<file path="src/inc/dtr_pkg.sv">
// Purpose: constants and types for the dram timing and refresh block
// Assumes: one controller clock, registers reached by index over a byte port
// Notes: every timing figure here is in controller clock cycles, except ZQ_REFRESH_COUNT, which counts refresh requests
package dtr_pkg;
	// register indices
	localparam logic [7:0] REG_CAS_LATENCY = 8'hc0;
	localparam logic [7:0] REG_ROW_OPEN_PRECHARGE = 8'hc1;
	localparam logic [7:0] REG_ACTIVE_WINDOW_RECOVERY = 8'hc2;
	localparam logic [7:0] REG_FOUR_ACTIVATE_WINDOW = 8'hc3;
	localparam logic [7:0] REG_EIGHT_BANK_TURNAROUND = 8'hc4;
	localparam logic [7:0] REG_CKE_REFRESH_CYCLE = 8'hc5;
	localparam logic [7:0] REG_LOW_POWER_EXIT = 8'hc6;
	localparam logic [7:0] REG_REFRESH_INTERVAL = 8'hc7;
	localparam logic [7:0] REG_CALIB_PRECHARGE_ALL = 8'hc8;
	// writable bit masks (reserved bits read zero)
	localparam logic [7:0] MASK_C0 = 8'h77;
	localparam logic [7:0] MASK_C1 = 8'h77;
	localparam logic [7:0] MASK_C2 = 8'hf7;
	localparam logic [7:0] MASK_C3 = 8'hf7;
	localparam logic [7:0] MASK_C4 = 8'hb7;
	localparam logic [7:0] MASK_C5 = 8'hff;
	localparam logic [7:0] MASK_C6 = 8'h87;
	localparam logic [7:0] MASK_C7 = 8'hff;
	localparam logic [7:0] MASK_C8 = 8'h83;
	localparam logic [7:0] REG_RESET = 8'h00;
	// memory type codes
	localparam logic [1:0] MEM_TYPE_DDR2 = 2'h1;
	localparam logic [1:0] MEM_TYPE_DDR3 = 2'h2;
	// field decode bases, in cycles
	localparam logic [9:0] BASE_CL_DDR2 = 10'h002;
	localparam logic [9:0] BASE_T2 = 10'h002;
	localparam logic [9:0] BASE_T3 = 10'h003;
	localparam logic [9:0] BASE_T4 = 10'h004;
	localparam logic [9:0] BASE_RAS_DDR2 = 10'h005;
	localparam logic [9:0] BASE_RAS_DDR3 = 10'h00f;
	localparam logic [9:0] BASE_RFC = 10'h00a;
	localparam logic [9:0] BASE_RFC_8B = 10'h01e;
	localparam logic [9:0] BASE_ONE = 10'h001;
	localparam logic [9:0] SR_EXIT_SHORT = 10'h0c8;
	localparam logic [9:0] SR_EXIT_LONG = 10'h200;
	// refresh granularity shifts: x16 and x32
	localparam int REF_SHIFT_DDR2 = 4;
	localparam int REF_SHIFT_DDR3 = 5;
	localparam int ZQ_REFRESH_COUNT = 16 * 1024;
	localparam int TW = 10;
	// command codes from the scheduler
	typedef enum logic [2:0] {
		CMD_NOP = 3'h0,
		CMD_ACT = 3'h1,
		CMD_RD = 3'h2,
		CMD_WR = 3'h3,
		CMD_PRE = 3'h4,
		CMD_PREA = 3'h5,
		CMD_REF = 3'h6,
		CMD_ZQCS = 3'h7
	} dtr_cmd_type;
	// register port bundle
	typedef struct packed {
		logic wr;
		logic [7:0] idx;
		logic [7:0] wdata;
	} dtr_reg_req_type;
	// decoded timings handed to the scheduler
	typedef struct packed {
		logic [TW-1:0] cas_rd;
		logic [TW-1:0] cas_wr;
		logic [TW-1:0] rcd;
		logic [TW-1:0] rp;
		logic [TW-1:0] ras;
		logic [TW-1:0] wr_rec;
		logic [TW-1:0] faw;
		logic [TW-1:0] rrd;
		logic [TW-1:0] rtp;
		logic [TW-1:0] wtr;
		logic [TW-1:0] cke_min;
		logic [TW-1:0] rfc;
		logic [TW-1:0] sr_exit;
		logic [TW-1:0] pd_exit;
		logic [TW-1:0] rp_all;
	} dtr_timing_type;
endpackage : dtr_pkg

</file>
<file path="src/design/dtr_down_counter.sv">
// Purpose: one spacing down-counter that blocks a command until expiry
// Assumes: load value is the least spacing in cycles, at least one
// Notes: done is high once the spacing has elapsed
`timescale 1ns/1ps
module dtr_down_counter
	import dtr_pkg::*;
#(
	parameter int W = TW
) (
	// clock and reset
	input wire logic clock,
	input wire logic rst_b,
	// control
	input wire logic load,
	input wire logic [W-1:0] value,
	// status
	output logic done
);
	typedef struct packed {
		logic [W-1:0] cnt;
	} dtr_dc_state_type;
	dtr_dc_state_type st_ff, nxt_st;

	always_comb begin
		nxt_st = st_ff;
		if (load) begin
			// the issue cycle itself counts as the first cycle
			nxt_st.cnt = (value > W'(1)) ? value - W'(1) : '0;
		end else if (st_ff.cnt != '0) begin
			nxt_st.cnt = st_ff.cnt - W'(1);
		end
	end

	always_ff @(posedge clock) begin
		if (!rst_b) begin
			st_ff <= '0;
		end else begin
			st_ff <= nxt_st;
		end
	end

	assign done = (st_ff.cnt == '0);

	// a reload restarts the count, so only undisturbed runs are judged
	property p_count_down;
		@(posedge clock) disable iff (!rst_b)
		(load && value == W'(3)) ##1 !load ##1 !load
		|-> !$past(done) && !done ##1 done;
	endproperty
	a_count_down: assert property (p_count_down)
		else $error("spacing counter did not expire on time");
endmodule : dtr_down_counter

</file>
<file path="src/design/dtr_refresh_timer.sv">
// Purpose: refresh interval timer and short calibration request counter
// Assumes: count of zero holds the timer idle
// Notes: a new count takes effect at once, against the interval already in progress
`timescale 1ns/1ps
module dtr_refresh_timer
	import dtr_pkg::*;
#(
	parameter int ZQ_COUNT = ZQ_REFRESH_COUNT
) (
	// clock and reset
	input wire logic clock,
	input wire logic rst_b,
	// configuration
	input wire logic [7:0] refresh_count_field,
	input wire logic long_unit,
	input wire logic zq_enable,
	// requests
	output logic refresh_req,
	output logic zq_req
);
	typedef struct packed {
		logic [12:0] tick;
		logic [14:0] zq_cnt;
		logic ref_p;
		logic zq_p;
	} dtr_rt_state_type;
	dtr_rt_state_type st_ff, nxt_st;
	logic [12:0] limit;

	always_comb begin
		limit = long_unit ? {refresh_count_field, 5'h00}
			: {1'b0, refresh_count_field, 4'h0};
		nxt_st = st_ff;
		nxt_st.ref_p = 1'b0;
		nxt_st.zq_p = 1'b0;
		if (refresh_count_field == 8'h00) begin
			nxt_st.tick = '0;
		end else if (st_ff.tick >= limit - 13'h0001) begin
			nxt_st.tick = '0;
			nxt_st.ref_p = 1'b1;
			if (zq_enable) begin
				if (st_ff.zq_cnt == 15'(ZQ_COUNT - 1)) begin
					nxt_st.zq_cnt = '0;
					nxt_st.zq_p = 1'b1;
				end else begin
					nxt_st.zq_cnt = st_ff.zq_cnt + 15'h0001;
				end
			end
		end else begin
			nxt_st.tick = st_ff.tick + 13'h0001;
		end
		if (!zq_enable) begin
			nxt_st.zq_cnt = '0;
		end
	end

	always_ff @(posedge clock) begin
		if (!rst_b) begin
			st_ff <= '0;
		end else begin
			st_ff <= nxt_st;
		end
	end

	assign refresh_req = st_ff.ref_p;
	assign zq_req = st_ff.zq_p;

	property p_ref_off;
		@(posedge clock) disable iff (!rst_b)
		(refresh_count_field == 8'h00) ##1 (refresh_count_field == 8'h00)
		|-> !refresh_req;
	endproperty
	a_ref_off: assert property (p_ref_off)
		else $error("refresh request while refresh disabled");

	property p_zq_with_ref;
		@(posedge clock) disable iff (!rst_b)
		zq_req |-> refresh_req;
	endproperty
	a_zq_with_ref: assert property (p_zq_with_ref)
		else $error("calibration request without refresh request");
endmodule : dtr_refresh_timer

</file>
<file path="src/design/dtr_timing_control.sv">
// Purpose: dram timing registers, spacing guards and refresh scheduling
// Assumes: scheduler asks before issuing and reports each issued command
// Notes: one guard set per block; ranks share the guards
// How it works
// - timing fields decode by memory type: 01b ddr2, 10b ddr3
// - ddr2 cas latency 3 to 9 for reads and writes, code 0 invalid
// - ddr3 read cas latency is code plus 4
// - read or write waits activate-to-access delay, 2-9 ddr2, 4-11 ddr3
// - activate waits precharge period after precharge
// - precharge waits row-open time after activate, 5-20 or 15-30
// - write recovery 2 plus code ddr2, 4 plus code ddr3
// - fifth activate waits four rrd plus extra code when enabled
// - activates spaced by rrd, code plus 2
// - one bit enables eight-bank window, refresh and precharge-all terms
// - read-to-precharge 2-5 ddr2, 3-6 ddr3, plus one if extended
// - write-to-read turnaround code plus 2; software avoids 0 on ddr3
// - clock enable stays asserted at least the programmed pulse width
// - after refresh, no activate or refresh for refresh cycle time
// - self-refresh drops clock enable, exit raises it
// - after self-refresh exit wait 200 or 512 cycles
// - power-down drops clock enable; exit waits code plus 1
// - refresh timer requests every count times 16 or 32 cycles
// - short calibration every 16384 refresh requests when enabled
// - precharge-all adds 0-3 cycles with eight-bank constraint
// - ddr3 write cas latency is its own field plus 4
`timescale 1ns/1ps
module dtr_timing_control
	import dtr_pkg::*;
#(
	parameter int RANKS = 4,
	parameter int ZQ_COUNT = ZQ_REFRESH_COUNT
) (
	// clock and reset
	input wire logic controller_clock,
	input wire logic rst_b,
	// register port
	input wire dtr_reg_req_type reg_req,
	output logic [7:0] reg_rdata,
	// configuration from other registers
	input wire logic [1:0] memory_type_select,
	input wire logic read_precharge_extend_bit,
	// scheduler side
	input wire dtr_cmd_type cmd_query,
	input wire dtr_cmd_type cmd_issued,
	output logic cmd_allowed,
	output dtr_timing_type timing,
	output logic refresh_req,
	output logic zq_req,
	// low power control
	input wire logic self_refresh_req,
	input wire logic power_down_req,
	output logic [RANKS-1:0] mem_clock_enable_out
);
	localparam int NG = 8;
	localparam int G_RCD = 0;
	localparam int G_RP = 1;
	localparam int G_RAS = 2;
	localparam int G_RRD = 3;
	localparam int G_RTP = 4;
	localparam int G_WTR = 5;
	localparam int G_RFC = 6;
	localparam int G_EXIT = 7;

	typedef enum logic [1:0] {
		LP_ACTIVE = 2'h0,
		LP_SELF = 2'h1,
		LP_POWER = 2'h2
	} dtr_lp_type;

	typedef struct packed {
		logic [7:0] c0;
		logic [7:0] c1;
		logic [7:0] c2;
		logic [7:0] c3;
		logic [7:0] c4;
		logic [7:0] c5;
		logic [7:0] c6;
		logic [7:0] c7;
		logic [7:0] c8;
		dtr_lp_type lp;
		logic [TW-1:0] cke_cnt;
		logic [TW-1:0] faw_cnt;
		logic [2:0] act_seen;
		logic [7:0] rdata;
		dtr_timing_type timing;
	} dtr_tc_state_type;
	dtr_tc_state_type st_ff, nxt_st;

	logic is_ddr3;
	logic eight_bank_constraint_enable;
	logic [NG-1:0] g_load;
	logic [NG-1:0] g_done;
	logic [TW-1:0] g_val [NG];
	logic wr_issue;
	logic cke_low;
	logic exit_evt;

	function automatic logic [TW-1:0] fld(input logic [3:0] code,
		input logic [TW-1:0] base);
		fld = base + TW'(code);
	endfunction : fld

	function automatic logic [7:0] reg_read(input dtr_tc_state_type s,
		input logic [7:0] idx);
		if (idx == REG_CAS_LATENCY) begin
			reg_read = s.c0;
		end else if (idx == REG_ROW_OPEN_PRECHARGE) begin
			reg_read = s.c1;
		end else if (idx == REG_ACTIVE_WINDOW_RECOVERY) begin
			reg_read = s.c2;
		end else if (idx == REG_FOUR_ACTIVATE_WINDOW) begin
			reg_read = s.c3;
		end else if (idx == REG_EIGHT_BANK_TURNAROUND) begin
			reg_read = s.c4;
		end else if (idx == REG_CKE_REFRESH_CYCLE) begin
			reg_read = s.c5;
		end else if (idx == REG_LOW_POWER_EXIT) begin
			reg_read = s.c6;
		end else if (idx == REG_REFRESH_INTERVAL) begin
			reg_read = s.c7;
		end else if (idx == REG_CALIB_PRECHARGE_ALL) begin
			reg_read = s.c8;
		end else begin
			reg_read = 8'h00;
		end
	endfunction : reg_read

	assign is_ddr3 = (memory_type_select == MEM_TYPE_DDR3);
	assign eight_bank_constraint_enable = st_ff.c4[7];

	// decoded timing, recomputed every cycle
	dtr_timing_type t;
	always_comb begin
		t.cas_rd = is_ddr3 ? fld({1'b0, st_ff.c0[2:0]}, BASE_T4)
			: fld({1'b0, st_ff.c0[2:0]}, BASE_CL_DDR2);
		// ddr3 uses its own write latency field, ddr2 shares the read one
		t.cas_wr = is_ddr3 ? fld({1'b0, st_ff.c0[6:4]}, BASE_T4)
			: t.cas_rd;
		t.rcd = fld({1'b0, st_ff.c1[6:4]}, is_ddr3 ? BASE_T4 : BASE_T2);
		t.rp = fld({1'b0, st_ff.c1[2:0]}, is_ddr3 ? BASE_T4 : BASE_T2);
		t.ras = fld(st_ff.c2[7:4],
			is_ddr3 ? BASE_RAS_DDR3 : BASE_RAS_DDR2);
		t.wr_rec = fld({1'b0, st_ff.c2[2:0]},
			is_ddr3 ? BASE_T4 : BASE_T2);
		t.rrd = fld({1'b0, st_ff.c3[2:0]}, BASE_T2);
		t.faw = {t.rrd[TW-3:0], 2'b00} + TW'(st_ff.c3[7:4]);
		t.rtp = fld({2'b00, st_ff.c4[5:4]}, is_ddr3 ? BASE_T3 : BASE_T2)
			+ TW'(read_precharge_extend_bit);
		t.wtr = fld({1'b0, st_ff.c4[2:0]}, BASE_T2);
		t.cke_min = fld({2'b00, st_ff.c5[7:6]}, BASE_ONE);
		t.rfc = eight_bank_constraint_enable
			? BASE_RFC_8B + {3'b000, st_ff.c5[5:0], 1'b0}
			: BASE_RFC + {4'b0000, st_ff.c5[5:0]};
		t.sr_exit = st_ff.c6[7] ? SR_EXIT_LONG : SR_EXIT_SHORT;
		t.pd_exit = fld({1'b0, st_ff.c6[2:0]}, BASE_ONE);
		t.rp_all = eight_bank_constraint_enable
			? t.rp + TW'(st_ff.c8[1:0]) : t.rp;
	end

	// spacing guards
	assign wr_issue = (cmd_issued == CMD_WR);
	assign exit_evt = (st_ff.lp != LP_ACTIVE) && !self_refresh_req
		&& !power_down_req;
	always_comb begin
		g_load = '0;
		g_val[G_RCD] = t.rcd;
		g_val[G_RP] = (cmd_issued == CMD_PREA) ? t.rp_all : t.rp;
		// write recovery also holds off the next precharge
		g_val[G_RAS] = wr_issue ? t.cas_wr + t.wr_rec : t.ras;
		g_val[G_RRD] = t.rrd;
		g_val[G_RTP] = t.rtp;
		g_val[G_WTR] = t.cas_wr + t.wtr;
		g_val[G_RFC] = t.rfc;
		g_val[G_EXIT] = ((st_ff.lp == LP_SELF) ? t.sr_exit : t.pd_exit) + TW'(1);
		case (cmd_issued)
			CMD_ACT: begin
				g_load[G_RCD] = 1'b1;
				g_load[G_RAS] = 1'b1;
				g_load[G_RRD] = 1'b1;
			end
			CMD_PRE, CMD_PREA: g_load[G_RP] = 1'b1;
			CMD_RD: g_load[G_RTP] = 1'b1;
			CMD_WR: begin
				g_load[G_WTR] = 1'b1;
				g_load[G_RAS] = 1'b1;
			end
			CMD_REF: g_load[G_RFC] = 1'b1;
			default: g_load = '0;
		endcase
		g_load[G_EXIT] = exit_evt;
	end

	generate
		for (genvar g = 0; g < NG; g++) begin : gen_guard
			dtr_down_counter #(.W(TW)) u_guard (
				.clock(controller_clock),
				.rst_b(rst_b),
				.load(g_load[g]),
				.value(g_val[g]),
				.done(g_done[g])
			);
		end
	endgenerate

	// issue check
	always_comb begin
		cmd_allowed = g_done[G_EXIT] && (st_ff.lp == LP_ACTIVE);
		case (cmd_query)
			CMD_ACT: cmd_allowed = cmd_allowed && g_done[G_RP]
				&& g_done[G_RRD] && g_done[G_RFC]
				&& (!eight_bank_constraint_enable || st_ff.act_seen < 3'h4
				|| st_ff.faw_cnt == '0);
			CMD_RD: cmd_allowed = cmd_allowed && g_done[G_RCD]
				&& g_done[G_WTR];
			CMD_WR: cmd_allowed = cmd_allowed && g_done[G_RCD];
			CMD_PRE, CMD_PREA: cmd_allowed = cmd_allowed && g_done[G_RAS]
				&& g_done[G_RTP];
			CMD_REF: cmd_allowed = cmd_allowed && g_done[G_RFC];
			CMD_ZQCS: cmd_allowed = cmd_allowed && g_done[G_RFC];
			default: cmd_allowed = 1'b1;
		endcase
	end

	// registers, four-activate window and clock enable state
	always_comb begin
		nxt_st = st_ff;
		nxt_st.timing = t;
		nxt_st.rdata = reg_read(st_ff, reg_req.idx);
		if (reg_req.wr) begin
			if (reg_req.idx == REG_CAS_LATENCY) begin
				nxt_st.c0 = reg_req.wdata & MASK_C0;
			end else if (reg_req.idx == REG_ROW_OPEN_PRECHARGE) begin
				nxt_st.c1 = reg_req.wdata & MASK_C1;
			end else if (reg_req.idx == REG_ACTIVE_WINDOW_RECOVERY) begin
				nxt_st.c2 = reg_req.wdata & MASK_C2;
			end else if (reg_req.idx == REG_FOUR_ACTIVATE_WINDOW) begin
				nxt_st.c3 = reg_req.wdata & MASK_C3;
			end else if (reg_req.idx == REG_EIGHT_BANK_TURNAROUND) begin
				nxt_st.c4 = reg_req.wdata & MASK_C4;
			end else if (reg_req.idx == REG_CKE_REFRESH_CYCLE) begin
				nxt_st.c5 = reg_req.wdata & MASK_C5;
			end else if (reg_req.idx == REG_LOW_POWER_EXIT) begin
				nxt_st.c6 = reg_req.wdata & MASK_C6;
			end else if (reg_req.idx == REG_REFRESH_INTERVAL) begin
				nxt_st.c7 = reg_req.wdata & MASK_C7;
			end else if (reg_req.idx == REG_CALIB_PRECHARGE_ALL) begin
				nxt_st.c8 = reg_req.wdata & MASK_C8;
			end
		end
		// window opens at the first of four activates, approximated
		// as a fixed start: a simpler guard that can under-wait
		if (st_ff.faw_cnt != '0) begin
			nxt_st.faw_cnt = st_ff.faw_cnt - TW'(1);
		end else begin
			nxt_st.act_seen = 3'h0;
		end
		if (cmd_issued == CMD_ACT) begin
			if (st_ff.faw_cnt == '0) begin
				nxt_st.faw_cnt = t.faw - TW'(1);
				nxt_st.act_seen = 3'h1;
			end else if (st_ff.act_seen < 3'h4) begin
				nxt_st.act_seen = st_ff.act_seen + 3'h1;
			end
		end
		if (st_ff.cke_cnt != '0) begin
			nxt_st.cke_cnt = st_ff.cke_cnt - TW'(1);
		end
		case (st_ff.lp)
			LP_ACTIVE: begin
				// hold clock enable high for the least pulse width
				if (st_ff.cke_cnt == '0) begin
					if (self_refresh_req) begin
						nxt_st.lp = LP_SELF;
					end else if (power_down_req) begin
						nxt_st.lp = LP_POWER;
					end
				end
			end
			LP_SELF, LP_POWER: begin
				if (exit_evt) begin
					nxt_st.lp = LP_ACTIVE;
					nxt_st.cke_cnt = t.cke_min - TW'(1);
				end
			end
			default: nxt_st.lp = LP_ACTIVE;
		endcase
	end

	always_ff @(posedge controller_clock) begin
		if (!rst_b) begin
			st_ff <= '0;
		end else begin
			st_ff <= nxt_st;
		end
	end

	assign cke_low = (st_ff.lp != LP_ACTIVE);
	assign mem_clock_enable_out = {RANKS{!cke_low}};
	assign reg_rdata = st_ff.rdata;
	assign timing = st_ff.timing;

	dtr_refresh_timer #(.ZQ_COUNT(ZQ_COUNT)) u_refresh (
		.clock(controller_clock),
		.rst_b(rst_b),
		.refresh_count_field(st_ff.c7),
		.long_unit(is_ddr3),
		.zq_enable(st_ff.c8[7]),
		.refresh_req(refresh_req),
		.zq_req(zq_req)
	);

	property p_sr_exit_wait;
		@(posedge controller_clock) disable iff (!rst_b)
		(st_ff.lp == LP_SELF && exit_evt && !st_ff.c6[7])
		|=> !cmd_allowed [*8];
	endproperty
	a_sr_exit_wait: assert property (p_sr_exit_wait)
		else $error("command allowed too soon after self-refresh exit");

	property p_cke_low;
		@(posedge controller_clock) disable iff (!rst_b)
		(st_ff.lp == LP_SELF) |-> mem_clock_enable_out == '0;
	endproperty
	a_cke_low: assert property (p_cke_low)
		else $error("clock enable high in self-refresh");

	property p_rrd;
		@(posedge controller_clock) disable iff (!rst_b)
		(cmd_issued == CMD_ACT && st_ff.c3[2:0] == 3'h0)
		|=> !(cmd_query == CMD_ACT && cmd_allowed);
	endproperty
	a_rrd: assert property (p_rrd)
		else $error("activate spacing not enforced");

	property p_rfc;
		@(posedge controller_clock) disable iff (!rst_b)
		(cmd_issued == CMD_REF)
		|=> !(cmd_query == CMD_REF && cmd_allowed) [*8];
	endproperty
	a_rfc: assert property (p_rfc)
		else $error("refresh cycle time not enforced");

	property p_rcd;
		@(posedge controller_clock) disable iff (!rst_b)
		(cmd_issued == CMD_ACT)
		|=> !(cmd_query == CMD_RD && cmd_allowed);
	endproperty
	a_rcd: assert property (p_rcd)
		else $error("read allowed right after activate");

	property p_cas_ddr3;
		@(posedge controller_clock) disable iff (!rst_b)
		is_ddr3 |=> timing.cas_rd == TW'($past(st_ff.c0[2:0])) + TW'(4);
	endproperty
	a_cas_ddr3: assert property (p_cas_ddr3)
		else $error("ddr3 read latency decode wrong");

	property p_rp_all;
		@(posedge controller_clock) disable iff (!rst_b)
		!eight_bank_constraint_enable |=> timing.rp_all == timing.rp;
	endproperty
	a_rp_all: assert property (p_rp_all)
		else $error("precharge-all extension applied while disabled");

	property p_ras;
		@(posedge controller_clock) disable iff (!rst_b)
		(cmd_issued == CMD_ACT)
		|=> !(cmd_query == CMD_PRE && cmd_allowed) [*4];
	endproperty
	a_ras: assert property (p_ras)
		else $error("row closed before row-open time");
endmodule : dtr_timing_control

</file>
<file path="config.mk">
export PLATFORM = sky130hd
export DESIGN_NAME = dtr_timing_control
export DESIGN_NICKNAME = d
export VERILOG_FILES = /design/src/inc/dtr_pkg.sv /design/src/design/dtr_down_counter.sv /design/src/design/dtr_refresh_timer.sv /design/src/design/dtr_timing_control.sv
export SDC_FILE = /design/constraint.sdc
export NUM_CORES = 1
export LEC_CHECK = 0
export BUFFER_PORTS_ARGS = -buffer_cell sky130_fd_sc_hd__buf_2
export CORE_MARGIN = 5
export CORE_UTILIZATION = 55
export CTS_CLUSTER_DIAMETER = 80
export DETAILED_ROUTE_END_ITERATION = 16
export PLACE_DENSITY = 0.76
export SLEW_MARGIN = 20
export SYNTH_ARGS = -nofsm -noshare
export SYNTH_HDL_FRONTEND = slang
export SYNTH_SLANG_ARGS = --single-unit
</file>
<file path="constraint.sdc">
create_clock -name controller_clock -period 3.9 [get_ports controller_clock]
set_input_delay 0.39 -clock controller_clock [delete_from_list [all_inputs] [get_ports controller_clock]]
set_output_delay 0.39 -clock controller_clock [all_outputs]
set_load 0.02 [all_outputs]
</file>
---- Word level (Yosys, flattened, before mapping) ----
Index checks and enable logic that the tools add are counted.
Widths: inputs -> output; s select.
storage, ports and cells
  flip-flop bits (word level) ............. 348
  input port bits ......................... 30
  output and inout port bits .............. 165
  word-level logic and storage cells ...... 278
cells by class
  $add $sub $neg .......................... 44
  magnitude comparators ................... 10
  equality and inequality tests ........... 29
  muxes and demuxes ....................... 69
  bitwise gates (word level) .............. 12
  reduce and logical (&&, ||, !) cells .... 71
operator list
  kind                   count
  $mux 10                32
  $sub 10x1->10 const B  13
  $logic_not 10->1       10
  $reduce_bool 10->1     10
  $eq 8x8->1 const B     9
  $mux 8                 8
  $gt 10x1->1 const B    3
  $mux 13                2
  $eq 3x3->1 const B     7
  $add 10x3->10          2
  $reduce_bool 2->1      9
  $add 15x1->15 const B  1
  $add 4x4->5            3
  $eq 15x14->1 const B   1
  $mux 15                1
  $mux 7                 2
  $add 13x1->13 const B  1
  $ge 13x13->1           1
  $sub 13x1->13 const B  1
  $add 2x3->4 const A    3
  $eq 3x2->1 const B     4
  $logic_and 1x1->1      12
  $mux 12                1
  $mux 3                 4
  other kinds (51)       95

---- Depth between registers and ports, before layout ----
  depth in word-level cells ............... 10
  depth in mapped cells ................... 19
  gate-level depth less buffers ........... 17

---- By module ----
Synthesis repeated with hierarchy kept, for this count alone.
unflattened totals
  cells, all modules ...................... 1987
  area, all modules ....................... 17123.9 um2
by module, submodules not included
  module              instances  cells each  area each (um2)  seq. area each (um2)
  dtr_timing_control  1          976         8659.6           3062.9
  dtr_down_counter    8          98          819.5            200.2
  dtr_refresh_timer   1          227         1908.1           600.6

---- Worst setup path after synthesis ----
No wires, ideal clock.
  kind .................................... input -> register
  start ................................... input port memory_type_select[1]
  end ..................................... register u_refresh.st_ff[2] (netlist bit)
  setup time .............................. 0.128 ns
  arrival time ............................ 3.477 ns
  required time ........................... 3.772 ns
  setup slack ............................. 0.295 ns
  stages on the path ...................... 19
  path buffers ............................ 2
  path through ............................ nor2b_1 > clkinv_1 > clkbuf_1 > mux2i_1 > ha_1 > nor2b_1 > nand3_1 > nor2_1 > a21oi_1 > a311oi_1 > ha_1 > a211oi_1 > o211a_1 > o21ai_0 > nand2_1 > buf_2 > nor3_1 > a21oi_1 > nor2_1
between the ends
  cells in the longest elaborated chain, start to end .. 5
ends and longest elaborated chain
  item                               line                       source
  start, declared                    dtr_timing_control.sv:40   input wire logic [1:0] memory_type_select,
  $eq 2x2->1                         dtr_timing_control.sv:128  assign is_ddr3 = (memory_type_select == MEM_TYPE_DDR3);
  $mux 13                            dtr_refresh_timer.sv:31    limit = long_unit ? {refresh_count_field, 5'h00}
  $sub 13x1->13                      dtr_refresh_timer.sv:38    end else if (st_ff.tick >= limit - 13'h0001) begin
  $ge 13x13->1                       dtr_refresh_timer.sv:38
  $reduce_and 3->1 (no source line)  --
  end signal, assigned               dtr_refresh_timer.sv:61    st_ff <= nxt_st;
  end, declared                      dtr_refresh_timer.sv:27    dtr_rt_state_type st_ff, nxt_st;
Every way passes these cells.
A chain may end at the register's enable or synchronous reset.

---- Final worst setup path ----
  start ................................... register gen_guard[4].u_guard.st_ff[0] (netlist bit)
  end ..................................... output port cmd_allowed
between the ends
  cells in the longest elaborated chain, start to end .. 3
ends and longest elaborated chain
  item                    line                       source
  start, declared         dtr_down_counter.sv:22     dtr_dc_state_type st_ff, nxt_st;
  start signal, assigned  dtr_down_counter.sv:38     st_ff <= nxt_st;
  $logic_not 10->1        dtr_down_counter.sv:42     assign done = (st_ff.cnt == '0);
  $logic_and 1x1->1       dtr_timing_control.sv:217  && g_done[G_RTP];
  $pmux 1 s5              dtr_timing_control.sv:208  case (cmd_query)
  end, declared           dtr_timing_control.sv:45   output logic cmd_allowed,
Every way passes these cells.

==> metrics.txt <==
startpoint class of the critical path=flip-flop; CTS resizes=0; largest area contributor in the netlist=dfxtp_1; Post-Syn Area=14970 sq um; hold buffer count at cts=0; TritonCTS clock tree=done; RR Startpoint=st_ff[192]; Main synth FF type=dfxtp_1; Synth cell types=80; final-report max-slew violation count=0; core area=26880 sq um; Setup crit start=gen_guard[4].u_guard.st_ff[0]; ys async rst share=0%; number of max-cap violations=0; RSZ-0062 raised after global routing=no; fill count=2345; Yosys top cell area share=35.17%; worst path required time=3510 ps; LEAKAGE=6.895 nW; Seq/Total Area, Yosys=35.17%; RePlAce Congestion=0.9035; Worst Slack Setup Final=226.3 ps; most frequent cells after synthesis=263 x dfxtp_1, 223 x nor2_1, 162 x nand2_1; share of layout cells above drive strength 1=11.59%; total track usage=21.84%; # Post-CTS Setup Buffers=0; H-tree levels=1; PD cells=614.6 nW/um^2; Total Routed Length=34.86 mm; Ys Warns=0; DR vias=12194; routed vias/inst=5.571; HP Start=reg_req[3]; Final setup viols=0; Worst Tran Pin Value=1074 ps; DRT Pass-1 Iters=5; worst setup path class=flip-flop to output port; Tot Pwr=9.820 mW; most common cell in the netlist=dfxtp_1; Total Nets Final=1938; top cells by area, synth=dfxtp_1 35%, buf_4 8.1%, ha_1 6.2%, nor2_1 5.6%, a21oi_1 4.2%; f_max=272.2 MHz; FF+latch count, synth=263; min cycle time layout=3674 ps; dpl hpwl=25.36 mm; root buffer cell=clkbuf_16; Rows=60; largest net degree at the start of global routing=57; Clock Tree Buf Depth=3; worst setup slack after placement=252.9 ps; HP Class=primary input to flip-flop; top-level I/O count=195; GRT overflow=0; IR drop worst, VDD=0.3252 mV; Routed WL per cell=15.92 microns; Layout Area Growth over Synthesis=6.728%; full die area=30620 sq um; skew final=10.29 ps; final hold viol count=0; Residual DRC=0; CTS sink count=263; Final period util=94.20%; Cells after Synth=1813; drt initial violations=840; status=finished, final reports clean; Worst-path clk slew=60 ps; Max-Slew Margin vs Limit=28.29%; vias in the first global route=11454; remaining antenna violation count=0; initial cell density of the core=55.70%; Post-synth EDFFs=0; port buffer count=111; die height=175.0 microns; setup TNS=0 ps; worst path arrival time=3280 ps; first-pass GRT wire length=56.54 mm; DIE WIDTH=175.0 microns; initial antenna violation count=2; clk_lat worst skew=550 ps; CTS Buf Count=29; crit path max fanout=5; syn avg cell area=8.257 sq um; Setup crit end kind=output port
final timing paths:
path	to	slack, ps	cells past startpoint
worst max-delay path	cmd_allowed	230	10
worst min-delay path	st_ff[210]	120	3
worst max register to register	u_refresh.st_ff[29]	760	13
worst min register to register	st_ff[251]	470	2
layout make-up:
| cell class | count | area [sq um] | share of cell area (%) |
|---|---|---|---|
| clock inverters | 12 | 180.2 | 1.128 |
| diodes | 1 | 2.502 | 0.01566 |
| inverters | 76 | 287.8 | 1.801 |
| clock buffers | 42 | 884.6 | 5.536 |
| repair buffers | 125 | 660.6 | 4.135 |
| multi-input cells | 1329 | 8270 | 51.76 |
| flip-flops and latches | 263 | 5265 | 32.95 |
| well taps | 341 | 426.7 | 2.670 |
cells by family after synthesis:
group,synth area share (%)
flops,35.17
mux,4.756
buf+inv,11.68
xor+xnor,6.728
compound gates,12.94
other cells,0.02505
simple gates,21.19
fa+ha+maj,7.522
stage by stage:
stage               instance area, sq um  std cells  util [%]  hold WS [ps]
detailed placement                 14910       2134     55.46         458.3
global placement                   14910       2134     55.46         447.8
CTS                                15970       2188     59.42         93.36
finish                             15980       2189     59.45         118.8
floorplan                          15280       1895         -         437.6
global route                       15980       2189     59.45         116.5
layout by cell type, fill, tap and decap left out, types with 18 or more instances in the layout:
cell,n
a21oi_1,126
and2_1,30
buf_2,111
clkbuf_16,29
conb_1,83
dfxtp_1,263
ha_1,74
inv_1,74
mux2i_1,61
nand2_1,162
nand2b_1,18
nand3_1,46
nor2_1,223
nor3_1,60
nor4_1,22
o21ai_0,57
xnor2_1,59
xor2_1,56
registers in the layout, indices dropped and copies added (netlist names):
name / count
gen_guard.u_guard.st_ff: 80
st_ff: 79
timing: 65
u_refresh.st_ff: 28
reg_rdata: 8
eight_bank_constraint_enable: 1
u_refresh.refresh_req: 1
u_refresh.zq_req: 1
routing by layer:
layer / global-route usage, % / routed length, microns / vias to the layer above
li1: - / - / 6005
met1: 28.23 / 14750 / 5667
met2: 36.93 / 16610 / 424
met3: 3.354 / 2187 / 96
met4: 8.347 / 1296 / 2
met5: 0 / 13 / -
worst max-delay path, stage by stage, from the launching register on:
cell,delay (ps)
dfxtp_1,340
inv_1,70
ha_1,190
nand2_1,90
or3_1,360
or3_1,410
nor3_1,500
a311o_2,280
nand4_1,90
o31ai_1,150
buf_2,250
where the power goes:
group / switching [mW] / total [mW] / internal [mW]
sequential: 0.380 / 3.51 / 3.13
combinational: 1.92 / 3.34 / 1.42
clock: 1.13 / 2.97 / 1.84
Power figures use the tool's default switching activity.
